File: src/design/dsp_cfg_pkg.sv
package dsp_cfg_pkg;
  localparam int NUM_REGS = 10;
  localparam int SAMPLE_W = 14;
  localparam int IDX_W = 9;

  // Printed offsets are register indices; byte address is four times the index
  localparam logic [IDX_W-1:0] IDX_TEST = 9'h00d;
  localparam logic [IDX_W-1:0] IDX_OFFSET = 9'h010;
  localparam logic [IDX_W-1:0] IDX_OUTMODE = 9'h014;
  localparam logic [IDX_W-1:0] IDX_CLKPHASE = 9'h016;
  localparam logic [IDX_W-1:0] IDX_DCO_DELAY = 9'h017;
  localparam logic [IDX_W-1:0] IDX_REFSPAN = 9'h018;
  localparam logic [IDX_W-1:0] IDX_SYNC = 9'h100;
  localparam logic [IDX_W-1:0] IDX_MIX = 9'h101;
  localparam logic [IDX_W-1:0] IDX_FIR = 9'h102;
  localparam logic [IDX_W-1:0] IDX_FILTER = 9'h103;
  localparam logic [IDX_W-1:0] IDX_STATUS = 9'h1f0;

  // Slot numbers in the register array
  localparam int SLOT_TEST = 0;
  localparam int SLOT_OFFSET = 1;
  localparam int SLOT_OUTMODE = 2;
  localparam int SLOT_CLKPHASE = 3;
  localparam int SLOT_DCO_DELAY = 4;
  localparam int SLOT_REFSPAN = 5;
  localparam int SLOT_SYNC = 6;
  localparam int SLOT_MIX = 7;
  localparam int SLOT_FIR = 8;
  localparam int SLOT_FILTER = 9;

  localparam logic [IDX_W-1:0] REG_IDX [NUM_REGS] = '{IDX_TEST, IDX_OFFSET, IDX_OUTMODE,
    IDX_CLKPHASE, IDX_DCO_DELAY, IDX_REFSPAN, IDX_SYNC, IDX_MIX, IDX_FIR, IDX_FILTER};
  localparam logic [7:0] REG_RST [NUM_REGS] = '{8'h00, 8'h00, 8'h00, 8'h00, 8'h00,
    8'hc0, 8'h00, 8'h00, 8'h00, 8'h01};
  // Writable bits; open bits keep their reset value
  localparam logic [7:0] REG_WMASK [NUM_REGS] = '{8'h37, 8'h3f, 8'hf7, 8'h87, 8'h1f,
    8'hc0, 8'hff, 8'h33, 8'h0f, 8'h0e};

  // Field positions
  localparam int TP_MODE_LSB = 0;
  localparam int TP_RST_SHORT_BIT = 4;
  localparam int TP_RST_LONG_BIT = 5;
  localparam int OFS_LSB = 0;
  localparam int OFS_W = 6;
  localparam int OM_FMT_LSB = 0;
  localparam int OM_INVERT_BIT = 2;
  localparam int OM_OE_BAR_BIT = 4;
  localparam int OM_INTERLEAVE_BIT = 5;
  localparam int OM_LVDS_BIT = 6;
  localparam int OM_DRIVE_BIT = 7;
  localparam int CP_PHASE_LSB = 0;
  localparam int CP_DCO_INV_BIT = 7;
  localparam int DCO_DLY_LSB = 0;
  localparam int DCO_DLY_W = 5;
  localparam int REF_LSB = 6;
  localparam int MIX_NEXT_BIT = 1;
  localparam int MIX_EN_BIT = 0;
  localparam int MIX_START_LSB = 4;
  localparam int FIR_EN_BIT = 0;
  localparam int FIR_COMPLEX_BIT = 1;
  localparam int FIR_MIX_DIS_BIT = 2;
  localparam int FIR_GAIN_BIT = 3;
  localparam int FLT_HP_BIT = 1;
  localparam int FLT_REV_BIT = 2;
  localparam int FLT_PHASE_BIT = 3;

  typedef enum logic [2:0] {
    TP_OFF = 3'h0,
    TP_MIDSCALE = 3'h1,
    TP_POS_FULL_SCALE = 3'h2,
    TP_NEG_FULL_SCALE = 3'h3,
    TP_CHECKER = 3'h4,
    TP_PSEUDORANDOM_LONG = 3'h5,
    TP_PSEUDORANDOM_SHORT = 3'h6,
    TP_WORD_TOGGLE = 3'h7
  } test_mode_t;

  typedef enum logic [1:0] {
    FMT_OFFSET_BIN = 2'h0,
    FMT_TWOS = 2'h1,
    FMT_GRAY = 2'h2,
    FMT_OFFSET_BIN_ALT = 2'h3
  } out_fmt_t;

  localparam logic [1:0] RESP_OKAY = 2'h0;
  localparam logic [1:0] RESP_SLVERR = 2'h2;
  localparam logic [SAMPLE_W-1:0] PAT_MIDSCALE = 14'h2000;
  localparam logic [SAMPLE_W-1:0] PAT_POS_FULL_SCALE = 14'h3fff;
  localparam logic [SAMPLE_W-1:0] PAT_NEG_FULL_SCALE = 14'h0000;
  localparam logic [SAMPLE_W-1:0] PAT_CHECKER = 14'h2aaa;
  localparam logic [22:0] PN_LONG_SEED = 23'h7fffff;
  localparam logic [8:0] PN_SHORT_SEED = 9'h1ff;
  localparam logic [SAMPLE_W-1:0] SAMPLE_MAX = 14'h1fff;
  localparam logic [SAMPLE_W-1:0] SAMPLE_MIN = 14'h2000;
endpackage

File: src/design/test_pattern_gen.sv
`timescale 1ns/1ps
`default_nettype none
module test_pattern_gen
  import dsp_cfg_pkg::*;
(
  input wire logic aclk,
  input wire logic aresetn,
  input wire logic [2:0] mode,
  input wire logic advance,
  input wire logic reset_long,
  input wire logic reset_short,
  output logic [SAMPLE_W-1:0] pattern
);
  logic [22:0] long_q, long_d;
  logic [8:0] short_q, short_d;
  logic toggle_q, toggle_d;

  always_comb begin
    long_d = long_q;
    short_d = short_q;
    toggle_d = toggle_q;
    // Sequences step only on sample strobes so the pattern tracks the output rate
    if (advance) begin
      long_d = {long_q[21:0], long_q[22] ^ long_q[17]};
      short_d = {short_q[7:0], short_q[8] ^ short_q[4]};
      toggle_d = ~toggle_q;
    end
    // Held at the seed while the reset bits stay set
    if (reset_long) begin
      long_d = PN_LONG_SEED;
    end
    if (reset_short) begin
      short_d = PN_SHORT_SEED;
    end
  end

  always_ff @(posedge aclk) begin
    if (!aresetn) begin
      long_q <= PN_LONG_SEED;
      short_q <= PN_SHORT_SEED;
      toggle_q <= 1'b0;
    end else begin
      long_q <= long_d;
      short_q <= short_d;
      toggle_q <= toggle_d;
    end
  end

  always_comb begin
    unique case (test_mode_t'(mode))
      TP_OFF: pattern = '0;
      TP_MIDSCALE: pattern = PAT_MIDSCALE;
      TP_POS_FULL_SCALE: pattern = PAT_POS_FULL_SCALE;
      TP_NEG_FULL_SCALE: pattern = PAT_NEG_FULL_SCALE;
      TP_CHECKER: pattern = toggle_q ? ~PAT_CHECKER : PAT_CHECKER;
      TP_PSEUDORANDOM_LONG: pattern = long_q[SAMPLE_W-1:0];
      TP_PSEUDORANDOM_SHORT: pattern = {short_q[4:0], short_q};
      TP_WORD_TOGGLE: pattern = toggle_q ? PAT_POS_FULL_SCALE : PAT_NEG_FULL_SCALE;
    endcase
  end
endmodule
`default_nettype wire

File: src/design/dsp_cfg_regs.sv
`timescale 1ns/1ps
`default_nettype none
module dsp_cfg_regs
  import dsp_cfg_pkg::*;
(
  input wire logic aclk,
  input wire logic aresetn,
  input wire logic [10:0] s_axi_awaddr,
  input wire logic s_axi_awvalid,
  output logic s_axi_awready,
  input wire logic [31:0] s_axi_wdata,
  input wire logic [3:0] s_axi_wstrb,
  input wire logic s_axi_wvalid,
  output logic s_axi_wready,
  output logic [1:0] s_axi_bresp,
  output logic s_axi_bvalid,
  input wire logic s_axi_bready,
  input wire logic [10:0] s_axi_araddr,
  input wire logic s_axi_arvalid,
  output logic s_axi_arready,
  output logic [31:0] s_axi_rdata,
  output logic [1:0] s_axi_rresp,
  output logic s_axi_rvalid,
  input wire logic s_axi_rready,
  input wire logic sample_strobe,
  input wire logic [SAMPLE_W-1:0] sample_a,
  input wire logic [SAMPLE_W-1:0] sample_b,
  output logic [SAMPLE_W-1:0] data_a,
  output logic [SAMPLE_W-1:0] data_b,
  output logic data_out_enable,
  output logic divider_strobe,
  output logic drive_reduced,
  output logic output_lvds,
  output logic output_interleaved,
  output logic data_clock_out_invert,
  output logic [DCO_DLY_W-1:0] data_clock_out_delay,
  output logic [1:0] reference_span,
  output logic [7:0] sync_enables,
  output logic mix_sync_enable,
  output logic mix_next_sync_only,
  output logic [1:0] mix_start_state,
  output logic mix_disable,
  output logic complex_output_enable,
  output logic fir_filter_enable,
  output logic highpass_select,
  output logic spectral_reversal,
  output logic halfband_phase
);
  logic [7:0] reg_q [NUM_REGS];
  logic [7:0] reg_d [NUM_REGS];
  logic [IDX_W-1:0] awidx_q, awidx_d;
  logic aw_held_q, aw_held_d;
  logic [7:0] wbyte_q, wbyte_d;
  logic wen_q, wen_d;
  logic w_held_q, w_held_d;
  logic bvalid_q, bvalid_d;
  logic [1:0] bresp_q, bresp_d;
  logic rvalid_q, rvalid_d;
  logic [1:0] rresp_q, rresp_d;
  logic [31:0] rdata_q, rdata_d;
  logic [6:0] strobe_line_q, strobe_line_d;
  logic [7:0] strobe_taps;
  logic strobe_del;
  logic [SAMPLE_W-1:0] ch_in [2];
  logic [SAMPLE_W-1:0] ch_out [2];

  function automatic int find_slot(input logic [IDX_W-1:0] idx);
    int slot;
    slot = -1;
    for (int i = 0; i < NUM_REGS; i++) begin
      if (REG_IDX[i] == idx) begin
        slot = i;
      end
    end
    return slot;
  endfunction

  assign s_axi_awready = !aw_held_q && !bvalid_q;
  assign s_axi_wready = !w_held_q && !bvalid_q;
  assign s_axi_arready = !rvalid_q;
  assign s_axi_bvalid = bvalid_q;
  assign s_axi_bresp = bresp_q;
  assign s_axi_rvalid = rvalid_q;
  assign s_axi_rresp = rresp_q;
  assign s_axi_rdata = rdata_q;

  always_comb begin
    int slot;
    slot = -1;
    reg_d = reg_q;
    awidx_d = awidx_q;
    aw_held_d = aw_held_q;
    wbyte_d = wbyte_q;
    wen_d = wen_q;
    w_held_d = w_held_q;
    bvalid_d = bvalid_q;
    bresp_d = bresp_q;
    rvalid_d = rvalid_q;
    rresp_d = rresp_q;
    rdata_d = rdata_q;
    if (s_axi_awvalid && s_axi_awready) begin
      awidx_d = s_axi_awaddr[10:2];
      aw_held_d = 1'b1;
    end
    if (s_axi_wvalid && s_axi_wready) begin
      wbyte_d = s_axi_wdata[7:0];
      wen_d = s_axi_wstrb[0];
      w_held_d = 1'b1;
    end
    // Write commits once both halves are held, answered the same edge
    if (aw_held_q && w_held_q) begin
      slot = find_slot(awidx_q);
      aw_held_d = 1'b0;
      w_held_d = 1'b0;
      bvalid_d = 1'b1;
      bresp_d = (slot < 0) ? RESP_SLVERR : RESP_OKAY;
      if (slot >= 0 && wen_q) begin
        reg_d[slot] = (wbyte_q & REG_WMASK[slot]) | (reg_q[slot] & ~REG_WMASK[slot]);
      end
    end
    if (bvalid_q && s_axi_bready) begin
      bvalid_d = 1'b0;
    end
    if (rvalid_q && s_axi_rready) begin
      rvalid_d = 1'b0;
    end
    if (s_axi_arvalid && s_axi_arready) begin
      slot = find_slot(s_axi_araddr[10:2]);
      rvalid_d = 1'b1;
      rresp_d = RESP_OKAY;
      rdata_d = '0;
      if (slot >= 0) begin
        rdata_d = {24'h000000, reg_q[slot]};
      end else if (s_axi_araddr[10:2] == IDX_STATUS) begin
        rdata_d = {29'h0000000, strobe_del, reg_q[SLOT_TEST][2:0] != 3'h0,
          data_out_enable};
      end else begin
        rresp_d = RESP_SLVERR;
      end
    end
  end

  always_ff @(posedge aclk) begin
    if (!aresetn) begin
      reg_q <= REG_RST;
      awidx_q <= '0;
      aw_held_q <= 1'b0;
      wbyte_q <= 8'h00;
      wen_q <= 1'b0;
      w_held_q <= 1'b0;
      bvalid_q <= 1'b0;
      bresp_q <= RESP_OKAY;
      rvalid_q <= 1'b0;
      rresp_q <= RESP_OKAY;
      rdata_q <= 32'h00000000;
    end else begin
      reg_q <= reg_d;
      awidx_q <= awidx_d;
      aw_held_q <= aw_held_d;
      wbyte_q <= wbyte_d;
      wen_q <= wen_d;
      w_held_q <= w_held_d;
      bvalid_q <= bvalid_d;
      bresp_q <= bresp_d;
      rvalid_q <= rvalid_d;
      rresp_q <= rresp_d;
      rdata_q <= rdata_d;
    end
  end

  // Tap zero is the undelayed strobe, tap n is n clocks late
  assign strobe_line_d = {strobe_line_q[5:0], sample_strobe};
  assign strobe_taps = {strobe_line_q, sample_strobe};
  assign strobe_del = strobe_taps[reg_q[SLOT_CLKPHASE][CP_PHASE_LSB +: 3]];
  assign divider_strobe = strobe_del;

  always_ff @(posedge aclk) begin
    if (!aresetn) begin
      strobe_line_q <= 7'h00;
    end else begin
      strobe_line_q <= strobe_line_d;
    end
  end

  assign ch_in[0] = sample_a;
  assign ch_in[1] = sample_b;
  assign data_a = ch_out[0];
  assign data_b = ch_out[1];

  for (genvar ch = 0; ch < 2; ch++) begin : g_chan
    logic [SAMPLE_W-1:0] out_q, out_d;
    logic [SAMPLE_W-1:0] pattern;
    logic signed [SAMPLE_W+1:0] gained;
    logic signed [SAMPLE_W+1:0] summed;
    logic [SAMPLE_W-1:0] sat;
    logic [SAMPLE_W-1:0] obin;
    logic [SAMPLE_W-1:0] fmt;

    test_pattern_gen i_test_pattern_gen (
      .aclk(aclk),
      .aresetn(aresetn),
      .mode(reg_q[SLOT_TEST][TP_MODE_LSB +: 3]),
      .advance(strobe_del),
      .reset_long(reg_q[SLOT_TEST][TP_RST_LONG_BIT]),
      .reset_short(reg_q[SLOT_TEST][TP_RST_SHORT_BIT]),
      .pattern(pattern)
    );

    always_comb begin
      gained = {{2{ch_in[ch][SAMPLE_W-1]}}, ch_in[ch]};
      // Gain stage sits ahead of the offset so saturation happens once
      if (reg_q[SLOT_FIR][FIR_EN_BIT] && !reg_q[SLOT_FIR][FIR_GAIN_BIT]) begin
        gained = gained <<< 1;
      end
      summed = gained + {{(SAMPLE_W+2-OFS_W){reg_q[SLOT_OFFSET][OFS_LSB+OFS_W-1]}},
        reg_q[SLOT_OFFSET][OFS_LSB +: OFS_W]};
      if (summed > $signed({2'b00, SAMPLE_MAX})) begin
        sat = SAMPLE_MAX;
      end else if (summed < $signed({2'b11, SAMPLE_MIN})) begin
        sat = SAMPLE_MIN;
      end else begin
        sat = summed[SAMPLE_W-1:0];
      end
      obin = {~sat[SAMPLE_W-1], sat[SAMPLE_W-2:0]};
      unique case (out_fmt_t'(reg_q[SLOT_OUTMODE][OM_FMT_LSB +: 2]))
        FMT_TWOS: fmt = sat;
        FMT_GRAY: fmt = obin ^ (obin >> 1);
        FMT_OFFSET_BIN, FMT_OFFSET_BIN_ALT: fmt = obin;
      endcase
      if (reg_q[SLOT_OUTMODE][OM_INVERT_BIT]) begin
        fmt = ~fmt;
      end
      out_d = out_q;
      if (strobe_del) begin
        // Pattern words bypass offset, gain and formatting
        out_d = (reg_q[SLOT_TEST][2:0] != 3'h0) ? pattern : fmt;
      end
    end

    always_ff @(posedge aclk) begin
      if (!aresetn) begin
        out_q <= '0;
      end else begin
        out_q <= out_d;
      end
    end

    assign ch_out[ch] = out_q;
  end

  assign data_out_enable = !reg_q[SLOT_OUTMODE][OM_OE_BAR_BIT];
  assign drive_reduced = reg_q[SLOT_OUTMODE][OM_DRIVE_BIT];
  assign output_lvds = reg_q[SLOT_OUTMODE][OM_LVDS_BIT];
  assign output_interleaved = reg_q[SLOT_OUTMODE][OM_INTERLEAVE_BIT];
  assign data_clock_out_invert = reg_q[SLOT_CLKPHASE][CP_DCO_INV_BIT];
  assign data_clock_out_delay = reg_q[SLOT_DCO_DELAY][DCO_DLY_LSB +: DCO_DLY_W];
  assign reference_span = reg_q[SLOT_REFSPAN][REF_LSB +: 2];
  assign sync_enables = reg_q[SLOT_SYNC];
  assign mix_sync_enable = reg_q[SLOT_MIX][MIX_EN_BIT];
  assign mix_next_sync_only = reg_q[SLOT_MIX][MIX_NEXT_BIT];
  assign mix_start_state = reg_q[SLOT_MIX][MIX_START_LSB +: 2];
  assign mix_disable = reg_q[SLOT_FIR][FIR_MIX_DIS_BIT];
  assign complex_output_enable = reg_q[SLOT_FIR][FIR_COMPLEX_BIT];
  assign fir_filter_enable = reg_q[SLOT_FIR][FIR_EN_BIT];
  assign highpass_select = reg_q[SLOT_FILTER][FLT_HP_BIT];
  assign spectral_reversal = reg_q[SLOT_FILTER][FLT_REV_BIT];
  assign halfband_phase = reg_q[SLOT_FILTER][FLT_PHASE_BIT];
endmodule
`default_nettype wire

File: config.mk
export PLATFORM = sky130hd
export DESIGN_NAME = dsp_cfg_regs
export DESIGN_NICKNAME = d
export VERILOG_FILES = /design/src/design/dsp_cfg_pkg.sv /design/src/design/test_pattern_gen.sv /design/src/design/dsp_cfg_regs.sv
export SDC_FILE = /design/constraint.sdc
export NUM_CORES = 1
export LEC_CHECK = 0
export BUFFER_PORTS_ARGS = -buffer_cell sky130_fd_sc_hd__buf_2
export CELL_PAD_IN_SITES_DETAIL_PLACEMENT = 0
export CELL_PAD_IN_SITES_GLOBAL_PLACEMENT = 2
export CORE_ASPECT_RATIO = 0.75
export CORE_MARGIN = 2
export CORE_UTILIZATION = 31
export CTS_CLUSTER_SIZE = 40
export DETAILED_ROUTE_END_ITERATION = 8
export GPL_TIMING_DRIVEN = 1
export PLACE_DENSITY = 0.75
export SLEW_MARGIN = 20
export SYNTH_ARGS = -nofsm -noshare
export SYNTH_HDL_FRONTEND = slang
export SYNTH_SLANG_ARGS = --single-unit
File: constraint.sdc
create_clock -name aclk -period 3.89 [get_ports aclk]
set_input_delay 0.5835 -clock aclk [delete_from_list [all_inputs] [get_ports aclk]]
set_output_delay 0.5835 -clock aclk [all_outputs]
set_load 0.02 [all_outputs]
==> results.txt, run 1 <==
Max-cap viol count: 0
Hold path cells: 2
CTS tree: yes
M3 GR Usage: 3.03%
# IOs: 194
Synth Cell Area: 13500 um^2
Most common cell after layout, fill and taps aside: nand2_1
Grt met1 use: 32.3%
Total track usage: 20.1%
Synth Warn #: 0
Post-synth EDFFs: 0
Worst reg2reg path endpoint: data_b[10]
Cell family with most CP delay: simple AND/OR/NAND/NOR gates
Clock skew: 0.0186 ns
H-tree depth: 1
HP Class: primary input to flop
Cell mode on critical path: buf_12
Clk root buf: clkbuf_16
WS Path Type: flop to flop
Fin util: 39.0%
Tcrit/Tclk final: 99.0%
Complex-gate fraction of the synthesized area: 23.6%
CP Cell Sequence: nor2b_4 -> buf_12 -> buf_12 -> mux2_4 -> fa_2 -> a21o_1 -> a221oi_2 -> and4b_4 -> or4_4 -> and4_4 -> a22oi_4 -> buf_12 -> a21oi_4 -> or4_4 -> o211ai_1
Design Power: 5.65 mW
Number of routed nets with antenna violations: 0
Num CTS Buffers: 25
Slew Viols, Final: 0
Nets@finish: 2036
Die ar.: 45200 um^2
Die X: 245 um
Wire per inst: 18.7 um
Most frequent cells in the layout: nand2_1 (249), dfxtp_1 (212), buf_4 (147), buf_2 (136), nor2_1 (133)
PortBufs: 136
R2r setup slk: 0.04 ns
Site Rows: 66
Critical-path top delay cell: or4_4
Status: completed
Post-Synth Adder-Cell Area: 4.01%
Starting Density: 31.2%
Setup TNS: 0 ns
Ys async rst share: 0%
Longest Clk Path Bufs: 3
Crit end category: flop
First-pass GRT wire length: 71500 um
Largest net degree at the start of global routing: 70
Remaining DRCs: 0
Final min period: 3.85 ns
Final Routed Wirelength: 46800 um
RR Startpoint: fir_filter_enable
Primary FF master, synth: dfxtp_1
Peak supply drop: 0.258 mV
Die span in y: 185 um
Post-Synthesis Cells: 1700
Critical path fanouts, max: 8
PwrDens: 336 nW/um^2
GRT busiest layer: met1
Hold path startpoint: s_axi_rready
Max Freq: 0.260 GHz
Layout cells sized above 1: 25.6%
Max_slew headroom: 24.9%
Hold endpoint: s_axi_rvalid
Sequential area share after synthesis: 31.7%
ANT cells: 0
Gpl congestion: 0.887
Area grow syn2layout: 24.8%
Initial DRT Pass Iterations: 5
Critical path buffers and inverters: 3
R2R depth: 15
WP data arrival: 4.32 ns
P_leak: 7.07 nW
DRT iter0 DRCs: 1037
Clock transition at path regs: 0.06 ns
Met2 usage: 27.5%
Synth Register Bits: 213
Average size of a mapped cell: 7.92 um^2
Core area: 43100 um^2
Vias per inst: 5.33
Total clock sinks: 213
Hpwl dp: 34900 um
Unrepaired setup endpoints after global routing: yes
Slew of the pin with the lowest slew margin: 1.13 ns
Yosys cell types: 100
Synth Area in Simple Gates: 22.3%
CP Launch Type: flop
Global route total overflow: 0
Skew-Pair Late Insertion Delay: 0.56 ns
Final hold violations: 0
Detailed-route via count: 13.3k
Number of global-route vias before repair: 11.9k
Multiplexer share of the synthesized area: 10.4%
Initial antenna violation count: 0
Xor and xnor area share after synthesis: 1.82%
Hold Buf Count CTS: 0
Setup-failing EPs final: 0
Worst path max stage delay: 0.47 ns
Main combinational cell family by area after synthesis: compound AO/OA/AOI/OAI gates
Worst EP required: 4.36 ns
==> worst register-to-register path, cell delays in order, from the launching register on <==
cell,delay [ns]
dfxtp_4,0.34
nor2b_4,0.15
buf_12,0.13
buf_12,0.12
mux2_4,0.33
fa_2,0.35
a21o_1,0.20
a221oi_2,0.27
and4b_4,0.26
or4_4,0.47
and4_4,0.24
a22oi_4,0.15
buf_12,0.16
a21oi_4,0.04
or4_4,0.47
o211ai_1,0.10
==> sequential cells by signal, summed over array words and instances (netlist names), 2 cells and up <==
| signal | flops |
|---|---|
| s_axi_rdata | 8 |
| awidx_q | 9 |
| mix_start_state | 2 |
| g_chan.i_test_pattern_gen.long_q | 46 |
| data_clock_out_delay | 5 |
| wbyte_q | 8 |
| data_a | 14 |
| sync_enables | 8 |
| data_b | 14 |
| strobe_line_q | 7 |
| reference_span | 2 |
| g_chan.i_test_pattern_gen.short_q | 18 |
| g_chan.i_test_pattern_gen.toggle_q | 2 |
| reg_q | 51 |
==> per-layer routing <==
layer | share of wire (%) | vias to the layer above
li1 | - | 6534
met1 | 52 | 6337
met2 | 39 | 388
met3 | 6.5 | 49
met4 | 1.7 | 0
met5 | 0 | -
==> per-stage QoR <==
step | setup WS [ns] | std cells | instance area, um^2 | hold WS [ns]
3_3_place_gp | -0.323 | 2439 | 15400 | 0.432
6_report | 0.0377 | 2497 | 16800 | 0.225
5_1_grt | -0.0529 | 2497 | 16800 | 0.216
3_5_place_dp | -0.330 | 2439 | 15400 | 0.437
4_1_cts | 0.000736 | 2489 | 16400 | 0.206
2_1_floorplan | 0.0140 | 1725 | 13600 | 0.424
==> timing repair <==
action,4_1_cts,5_1_grt
resized for setup,18,60
endpoints found under the setup margin,26,26
hold endpoints to repair,0,0
buffers inserted,4,8
pin swaps,5,21
==> power breakdown <==
group / leakage (nW) / switching, mW / total (mW) / internal [mW]
sequential: 1.75 / 0.0874 / 2.36 / 2.28
clock: 0.415 / 0.962 / 2.45 / 1.49
combinational: 4.91 / 0.510 / 0.834 / 0.324
total: 7.07 / 1.56 / 5.65 / 4.09
==> logic make-up (layout without fill, tap and decap cells) <==
group | count (synthesis) | after routing
fa+ha+maj | 42 | 42
xor+xnor | 28 | 28
simple gates | 640 | 640
mux | 127 | 127
flops | 213 | 213
buf+inv | 166 | 360
compound gates | 483 | 483
other cells | 1 | 26
==> synthesized netlist by cell type, drive strengths merged, types with 4 or more instances <==
master / n / share of area, %
a211oi: 34 / 1.9
a21o: 20 / 1.2
a21oi: 126 / 4.8
a221o: 6 / 0.45
a221oi: 33 / 2.2
a22o: 4 / 0.28
a22oi: 10 / 0.86
a31o: 4 / 0.26
a31oi: 17 / 0.79
and2: 18 / 0.84
and3: 12 / 0.59
buf: 58 / 3.0
clkbuf: 87 / 2.4
dfxtp: 213 / 32
ha: 40 / 3.7
inv: 21 / 0.59
mux2: 38 / 3.2
mux2i: 83 / 6.3
mux4: 6 / 1.0
nand2: 253 / 7.1
nand2b: 12 / 0.56
nand3: 92 / 3.4
nand4: 6 / 0.33
nand4b: 4 / 0.26
nor2: 140 / 4.0
nor2b: 11 / 0.51
nor3: 26 / 1.1
nor3b: 5 / 0.28
nor4: 8 / 0.48
nor4b: 4 / 0.26
o211ai: 19 / 1.1
o21a: 8 / 0.45
o21ai: 136 / 5.1
o22ai: 11 / 0.51
o31a: 5 / 0.33
o31ai: 9 / 0.60
or2: 9 / 0.42
or3: 23 / 1.1
or4: 5 / 0.31
xnor2: 17 / 1.1
xor2: 11 / 0.72
==> layout make-up <==
class / count / area (um^2)
flip-flops and latches: 213 / 4270
multi-input cells: 1346 / 8950
repair buffers: 293 / 1940
fillers: 4501 / 26300
clock inverters: 7 / 128
well taps: 578 / 723
clock buffers: 39 / 728
inverters: 21 / 78.8
==> worst max path at each step <==
stage	start	to	cells after the start
5_1_grt	fir_filter_enable	data_b[10]	15
2_1_floorplan	fir_filter_enable	data_b[7]	14
3_3_place_gp	fir_filter_enable	data_a[11]	15
4_1_cts	fir_filter_enable	data_b[10]	16
3_5_place_dp	fir_filter_enable	data_a[11]	15
6_report	fir_filter_enable	data_b[10]	15
No activity file was read; power rests on OpenSTA's default activity.
==> inputs of run 2 (changes only) <==
--- a/config.mk
+++ b/config.mk
@@ -11,9 +11,9 @@
 export CORE_ASPECT_RATIO = 0.75
 export CORE_MARGIN = 2
-export CORE_UTILIZATION = 31
+export CORE_UTILIZATION = 34
 export CTS_CLUSTER_SIZE = 40
 export DETAILED_ROUTE_END_ITERATION = 8
 export GPL_TIMING_DRIVEN = 1
-export PLACE_DENSITY = 0.75
+export PLACE_DENSITY = 0.79
 export SLEW_MARGIN = 20
 export SYNTH_ARGS = -nofsm -noshare
==> constraint.sdc (replaced) <==
create_clock -name aclk -period 3.8 [get_ports aclk]
set_input_delay 0.19 -clock aclk [delete_from_list [all_inputs] [get_ports aclk]]
set_output_delay 0.19 -clock aclk [all_outputs]
set_load 0.02 [all_outputs]
==> run 2 against run 1 <==
The flow now finishes with violations (negative setup slack); largest power group is now sequential cells; first-iteration DRC count rose by 14%; sequential share of layout area fell by 0.48 points; register-to-register slack got worse by 0.097 ns; final area rose by 1.9%; non-clock buffer count rose by 14; flip-flop and latch count did not move; die area fell by 8.7%; total power rose by 0.40%; combinational power rose by 7.9%; critical endpoint unchanged; global-route usage rose by 2.0 points; via count rose by 0.25%.
==> results.txt, run 2 (synthesized netlist as in run 1, its figures left out) <==
CP Launch Type: flop
Largest regs: reg_q (51), g_chan.i_test_pattern_gen.long_q (46), g_chan.i_test_pattern_gen.short_q (18)
Clock transition at path regs: 0.06 ns
Gpl congestion: 0.925
Slew Viols, Final: 0
WS Path Type: flop to flop
Die span in y: 176 um
PortBufs: 136
Largest Register: reg_q
Initial antenna violation count: 0
Clk root buf: clkbuf_16
H-tree depth: 1
Total track usage: 22.1%
Max-cap viol count: 0
Final hold violations: 0
Status: complete, but fails checks
Crit end category: flop
Max Freq: 0.259 GHz
Global route total overflow: 0
Nets@finish: 2050
Tcrit/Tclk final: 102%
Core area: 39300 um^2
P_leak: 7.16 nW
Design Power: 5.67 mW
Most common cell after layout, fill and taps aside: nand2_1
Worst EP required: 4.26 ns
Final min period: 3.86 ns
First-pass GRT wire length: 71800 um
Vias per inst: 5.45
Clock skew: 0.0266 ns
Wire per inst: 19.2 um
DP Area: 15300 um^2
# IOs: 194
DRT iter0 DRCs: 1187
Starting Density: 34.3%
Setup TNS: -0.0594 ns
Hpwl dp: 34500 um
Die ar.: 41200 um^2
Worst Slack Setup Final: -0.0594 ns
Peak supply drop: 0.303 mV
Largest net degree at the start of global routing: 72
Initial DRT Pass Iterations: 5
Total clock sinks: 213
Slew of the pin with the lowest slew margin: 0.907 ns
HP Class: primary input to flop
Skew-Pair Late Insertion Delay: 0.56 ns
Num CTS Buffers: 25
FILL cells: 3898
Critical path fanouts, max: 8
Max reg flops: 51
Site Rows: 63
Final Routed Wirelength: 47000 um
Unrepaired setup endpoints after global routing: yes
PwrDens: 331 nW/um^2
Remaining DRCs: 0
Die X: 234 um
Number of global-route vias before repair: 12.2k
Layout cells sized above 1: 26.2%
WP data arrival: 4.31 ns
Area grow syn2layout: 27.2%
Max_slew headroom: 39.4%
Detailed-route via count: 13.3k
Most frequent cells in the layout: nand2_1 (250), dfxtp_1 (212), buf_2 (136), nor2_1 (133), buf_4 (127)
Finished Cell Area: 17100 um^2
ANT cells: 0
CTS tree: yes
Setup-failing EPs final: 1
Number of routed nets with antenna violations: 0
Longest Clk Path Bufs: 3
Failing checks: negative setup slack
-- run 2: cell count changes in the layout (fill, tap and decap cells not counted), moves of 4 or more --
cell           delta
a21oi_2           +6
a21oi_1           -6
buf_6             +9
ha_1              -4
dlygate4sd3_1    +22
o21ai_0           -7
nor3_1            -5
ha_4              +5
buf_4            -20
-- run 2: final timing paths --
path	start	endpoint	slack [ns]	cells after the start
worst max-delay path	fir_filter_enable	data_b[10]	-0.06	15
worst min-delay path	s_axi_wvalid	wbyte_q[5]	0.15	4
worst max register to register	fir_filter_enable	data_b[10]	-0.06	15
worst min register to register	strobe_line_q[1]	strobe_line_q[2]	0.46	1
-- run 2: power by group --
group          leakage [nW]  total (mW)  internal, mW  switching, mW
sequential             1.75        2.42          2.33         0.0892
combinational          5.03       0.900         0.361          0.540
clock                 0.389        2.35          1.36          0.990
total                  7.16        5.67          4.05           1.62
-- run 2: metal layers --
metal  track usage [%]  wire (um)
met4              4.88       1000
met1              36.0      24500
met2              29.3      18300
met3              3.65       3260
met5                 0          0
-- run 2: repair_timing --
item / 4_1_cts / 5_1_grt
endpoints found under the setup margin: 24 / 27
gates cloned: 1 / 0
hold buffers: 22 / 0
setup buffers: 6 / 17
gates resized for setup: 43 / 82
hold endpoints to repair: 21 / 0
pin swaps: 3 / 54
-- run 2: worst max-delay path, stage by stage, from the launching register on --
cell and delay (ns):
dfxtp_4 0.34, nor2b_4 0.20, buf_12 0.15, buf_6 0.13, mux2_2 0.34, ha_2 0.38
nand4_1 0.12, a2111oi_0 0.58, or3_4 0.29, a22oi_4 0.10, buf_6 0.15, a22oi_4 0.21
buf_12 0.16, a21oi_2 0.04, or4_1 0.47, o211ai_1 0.10
-- run 2: per-stage QoR --
step	hold slack (ns)	utilization (%)	std cells	setup slack, ns
after global placement	0.392	38.9	2365	-0.127
after global routing	0.181	43.7	2449	-0.158
final	0.145	43.7	2449	-0.0594
after detailed placement	0.395	38.9	2365	-0.177
after floorplan	0.289	-	1725	-0.0648
after CTS	0.131	42.2	2436	-0.0852
-- run 2: area by class of cell --
cell class                      instances  area (um^2)  share of cell area (%)
Clock inverter                          7         82.6                   0.482
Timing Repair Buffer                  307         2170                    12.7
Multi-Input combinational cell       1346         9180                    53.6
Inverter                               21         78.8                   0.460
Sequential cell                       213         4270                    24.9
Clock buffer                           35          703                    4.10
Tap cell                              520          651                    3.80
==> inputs of run 3 (changes only) <==
CORE_MARGIN = default   (was 2)
CORE_UTILIZATION = 35   (was 34)
CTS_BUF_LIST = sky130_fd_sc_hd__clkbuf_2   (was default)
PLACE_DENSITY = 0.81   (was 0.79)
==> run 3 against run 2 <==
Critical path depth decreased by 1; combinational power increased by 8.3%; highest routed layer unchanged; the flow still finishes with violations (negative setup slack); count of clock-buffer cells in the layout increased by 49.
==> results.txt, run 3 (synthesized netlist as in run 1, its figures left out) <==
Status: complete, but fails checks
Failing checks: negative setup slack
Design Power: 5.01 mW
Global route total overflow: 0
First-pass GRT wire length: 74200 um
Number of routed nets with antenna violations: 0
Area grow syn2layout: 30.9%
Number of global-route vias before repair: 12.8k
Max_slew headroom: 39.0%
Worst Slack Setup Final: -0.125 ns
CP Cell Sequence: nor2b_4 -> buf_12 -> mux2_4 -> fa_2 -> a21o_1 -> a221oi_4 -> and4b_4 -> or4_4 -> and4_4 -> a22oi_4 -> buf_6 -> a21oi_2 -> or4_1 -> o211ai_1
Worst path max stage delay: 0.48 ns
FILL cells: 3734
Site Rows: 61
Most frequent cells in the layout: nand2_1 (250), dfxtp_1 (212), buf_4 (150), buf_2 (136), nor2_1 (131)
Peak supply drop: 0.180 mV
Clock skew: 0.116 ns
Largest regs: reg_q (51), g_chan.i_test_pattern_gen.long_q (46), g_chan.i_test_pattern_gen.short_q (18)
Die span in y: 172 um
Longest Clk Path Bufs: 3
HP Class: primary input to flop
Hold endpoint: s_axi_rdata[0]
Initial antenna violation count: 2
Gpl congestion: 0.917
Hold path startpoint: s_axi_araddr[2]
H-tree depth: 2
CP Launch Type: flop
WP data arrival: 4.80 ns
Most common cell after layout, fill and taps aside: nand2_1
Crit path depth: 14
Cell family with most CP delay: simple AND/OR/NAND/NOR gates
P_leak: 7.50 nW
WS Path Type: flop to flop
CTS tree: yes
RR Startpoint: fir_filter_enable
Area occupied by multi-input gates: 9270 um^2
Core area: 37500 um^2
Num CTS Buffers: 56
Worst reg2reg path endpoint: data_b[10]
Tcrit/Tclk final: 103%
Setup-failing EPs final: 12
Nets@finish: 2163
Worst EP required: 4.67 ns
Largest Register: reg_q
Unrepaired setup endpoints after global routing: yes
Final Routed Wirelength: 48900 um
PortBufs: 136
FF/Latch Area: 4270 um^2
Starting Density: 35.9%
Max reg flops: 51
Die X: 229 um
Setup TNS: -0.657 ns
Wire per inst: 19.0 um
Max-cap viol count: 0
Remaining DRCs: 0
R2R depth: 14
Total clock sinks: 213
Crit end category: flop
Clk root buf: clkbuf_2
Slew of the pin with the lowest slew margin: 0.914 ns
DRT iter0 DRCs: 1381
Critical-path top delay cell: or4_4
Initial DRT Pass Iterations: 5
Critical path fanouts, max: 8
Skew-Pair Late Insertion Delay: 0.95 ns
Clock transition at path regs: 0.11 ns
Total track usage: 23.9%
Largest net degree at the start of global routing: 66
R2r setup slk: -0.12 ns
Hpwl dp: 34400 um
Critical path buffers and inverters: 2
PwrDens: 284 nW/um^2
Detailed-route via count: 14.0k
Hold path cells: 7
Final hold violations: 0
Slew Viols, Final: 0
Layout cells sized above 1: 28.0%
Vias per inst: 5.46
Die ar.: 39300 um^2
# IOs: 194
Max Freq: 0.255 GHz
Final min period: 3.92 ns
## run 3: final cells by class
cell class                 instances  share of cell area [%]
multi-input combinational       1346                    52.6
antenna                            2                  0.0284
clock buffer                      84                    2.38
tap                              504                    3.58
sequential                       213                    24.2
timing repair buffer             389                    16.5
clock inverter                    10                   0.348
inverter                          21                   0.447
## run 3: how the worst max path moves through the flow
stage	start	to	slack, ns
floorplan	fir_filter_enable	data_b[7]	-0.06
global placement	fir_filter_enable	data_a[11]	-0.07
detailed placement	fir_filter_enable	data_b[2]	-0.14
CTS	fir_filter_enable	data_b[10]	-0.09
global route	fir_filter_enable	data_b[6]	-0.21
finish	fir_filter_enable	data_b[10]	-0.12
## run 3: where the power goes
| group | internal [mW] | leakage (nW) | switching, mW |
|---|---|---|---|
| combinational | 0.417 | 5.37 | 0.558 |
| clock | 0.597 | 0.378 | 1.02 |
| sequential | 2.33 | 1.75 | 0.0907 |
## run 3: routing by layer
metal  vias to the layer above  global-route usage (%)  share of wire (%)
met1                      6614                    36.8                 50
met5                         -                       0                  0
met3                        43                    5.69                9.0
met2                       521                    32.8                 40
li1                       6839                       -                  -
met4                         0                    5.22                1.2
## run 3: repair_timing
action	in CTS	in global routing
buffers inserted	7	23
endpoints found under the hold margin	66	0
cloned	1	0
resized for setup	39	96
setup endpoints to repair	18	26
hold buffers	87	0
pin swaps	22	37
## run 3: worst min-delay path, cell delays in order
cell and delay [ns]:
buf_2 0.17, nor3b_1 0.09, nand2_1 0.09, nor3_1 0.05, a21oi_1 0.11, nor2_1 0.05, a41o_1 0.19
## run 3: per-stage QoR
stage	hold slack, ns	util, %	cells	worst slack (ns)	cell area, um^2
6_report	0.131	47.1	2569	-0.125	17600
5_1_grt	0.0381	47.1	2568	-0.215	17600
3_3_place_gp	0.390	40.9	2359	-0.0744	15300
3_5_place_dp	0.395	40.9	2359	-0.137	15300
4_1_cts	0.0140	45.3	2548	-0.0895	17000
2_1_floorplan	0.289	-	1725	-0.0648	13700
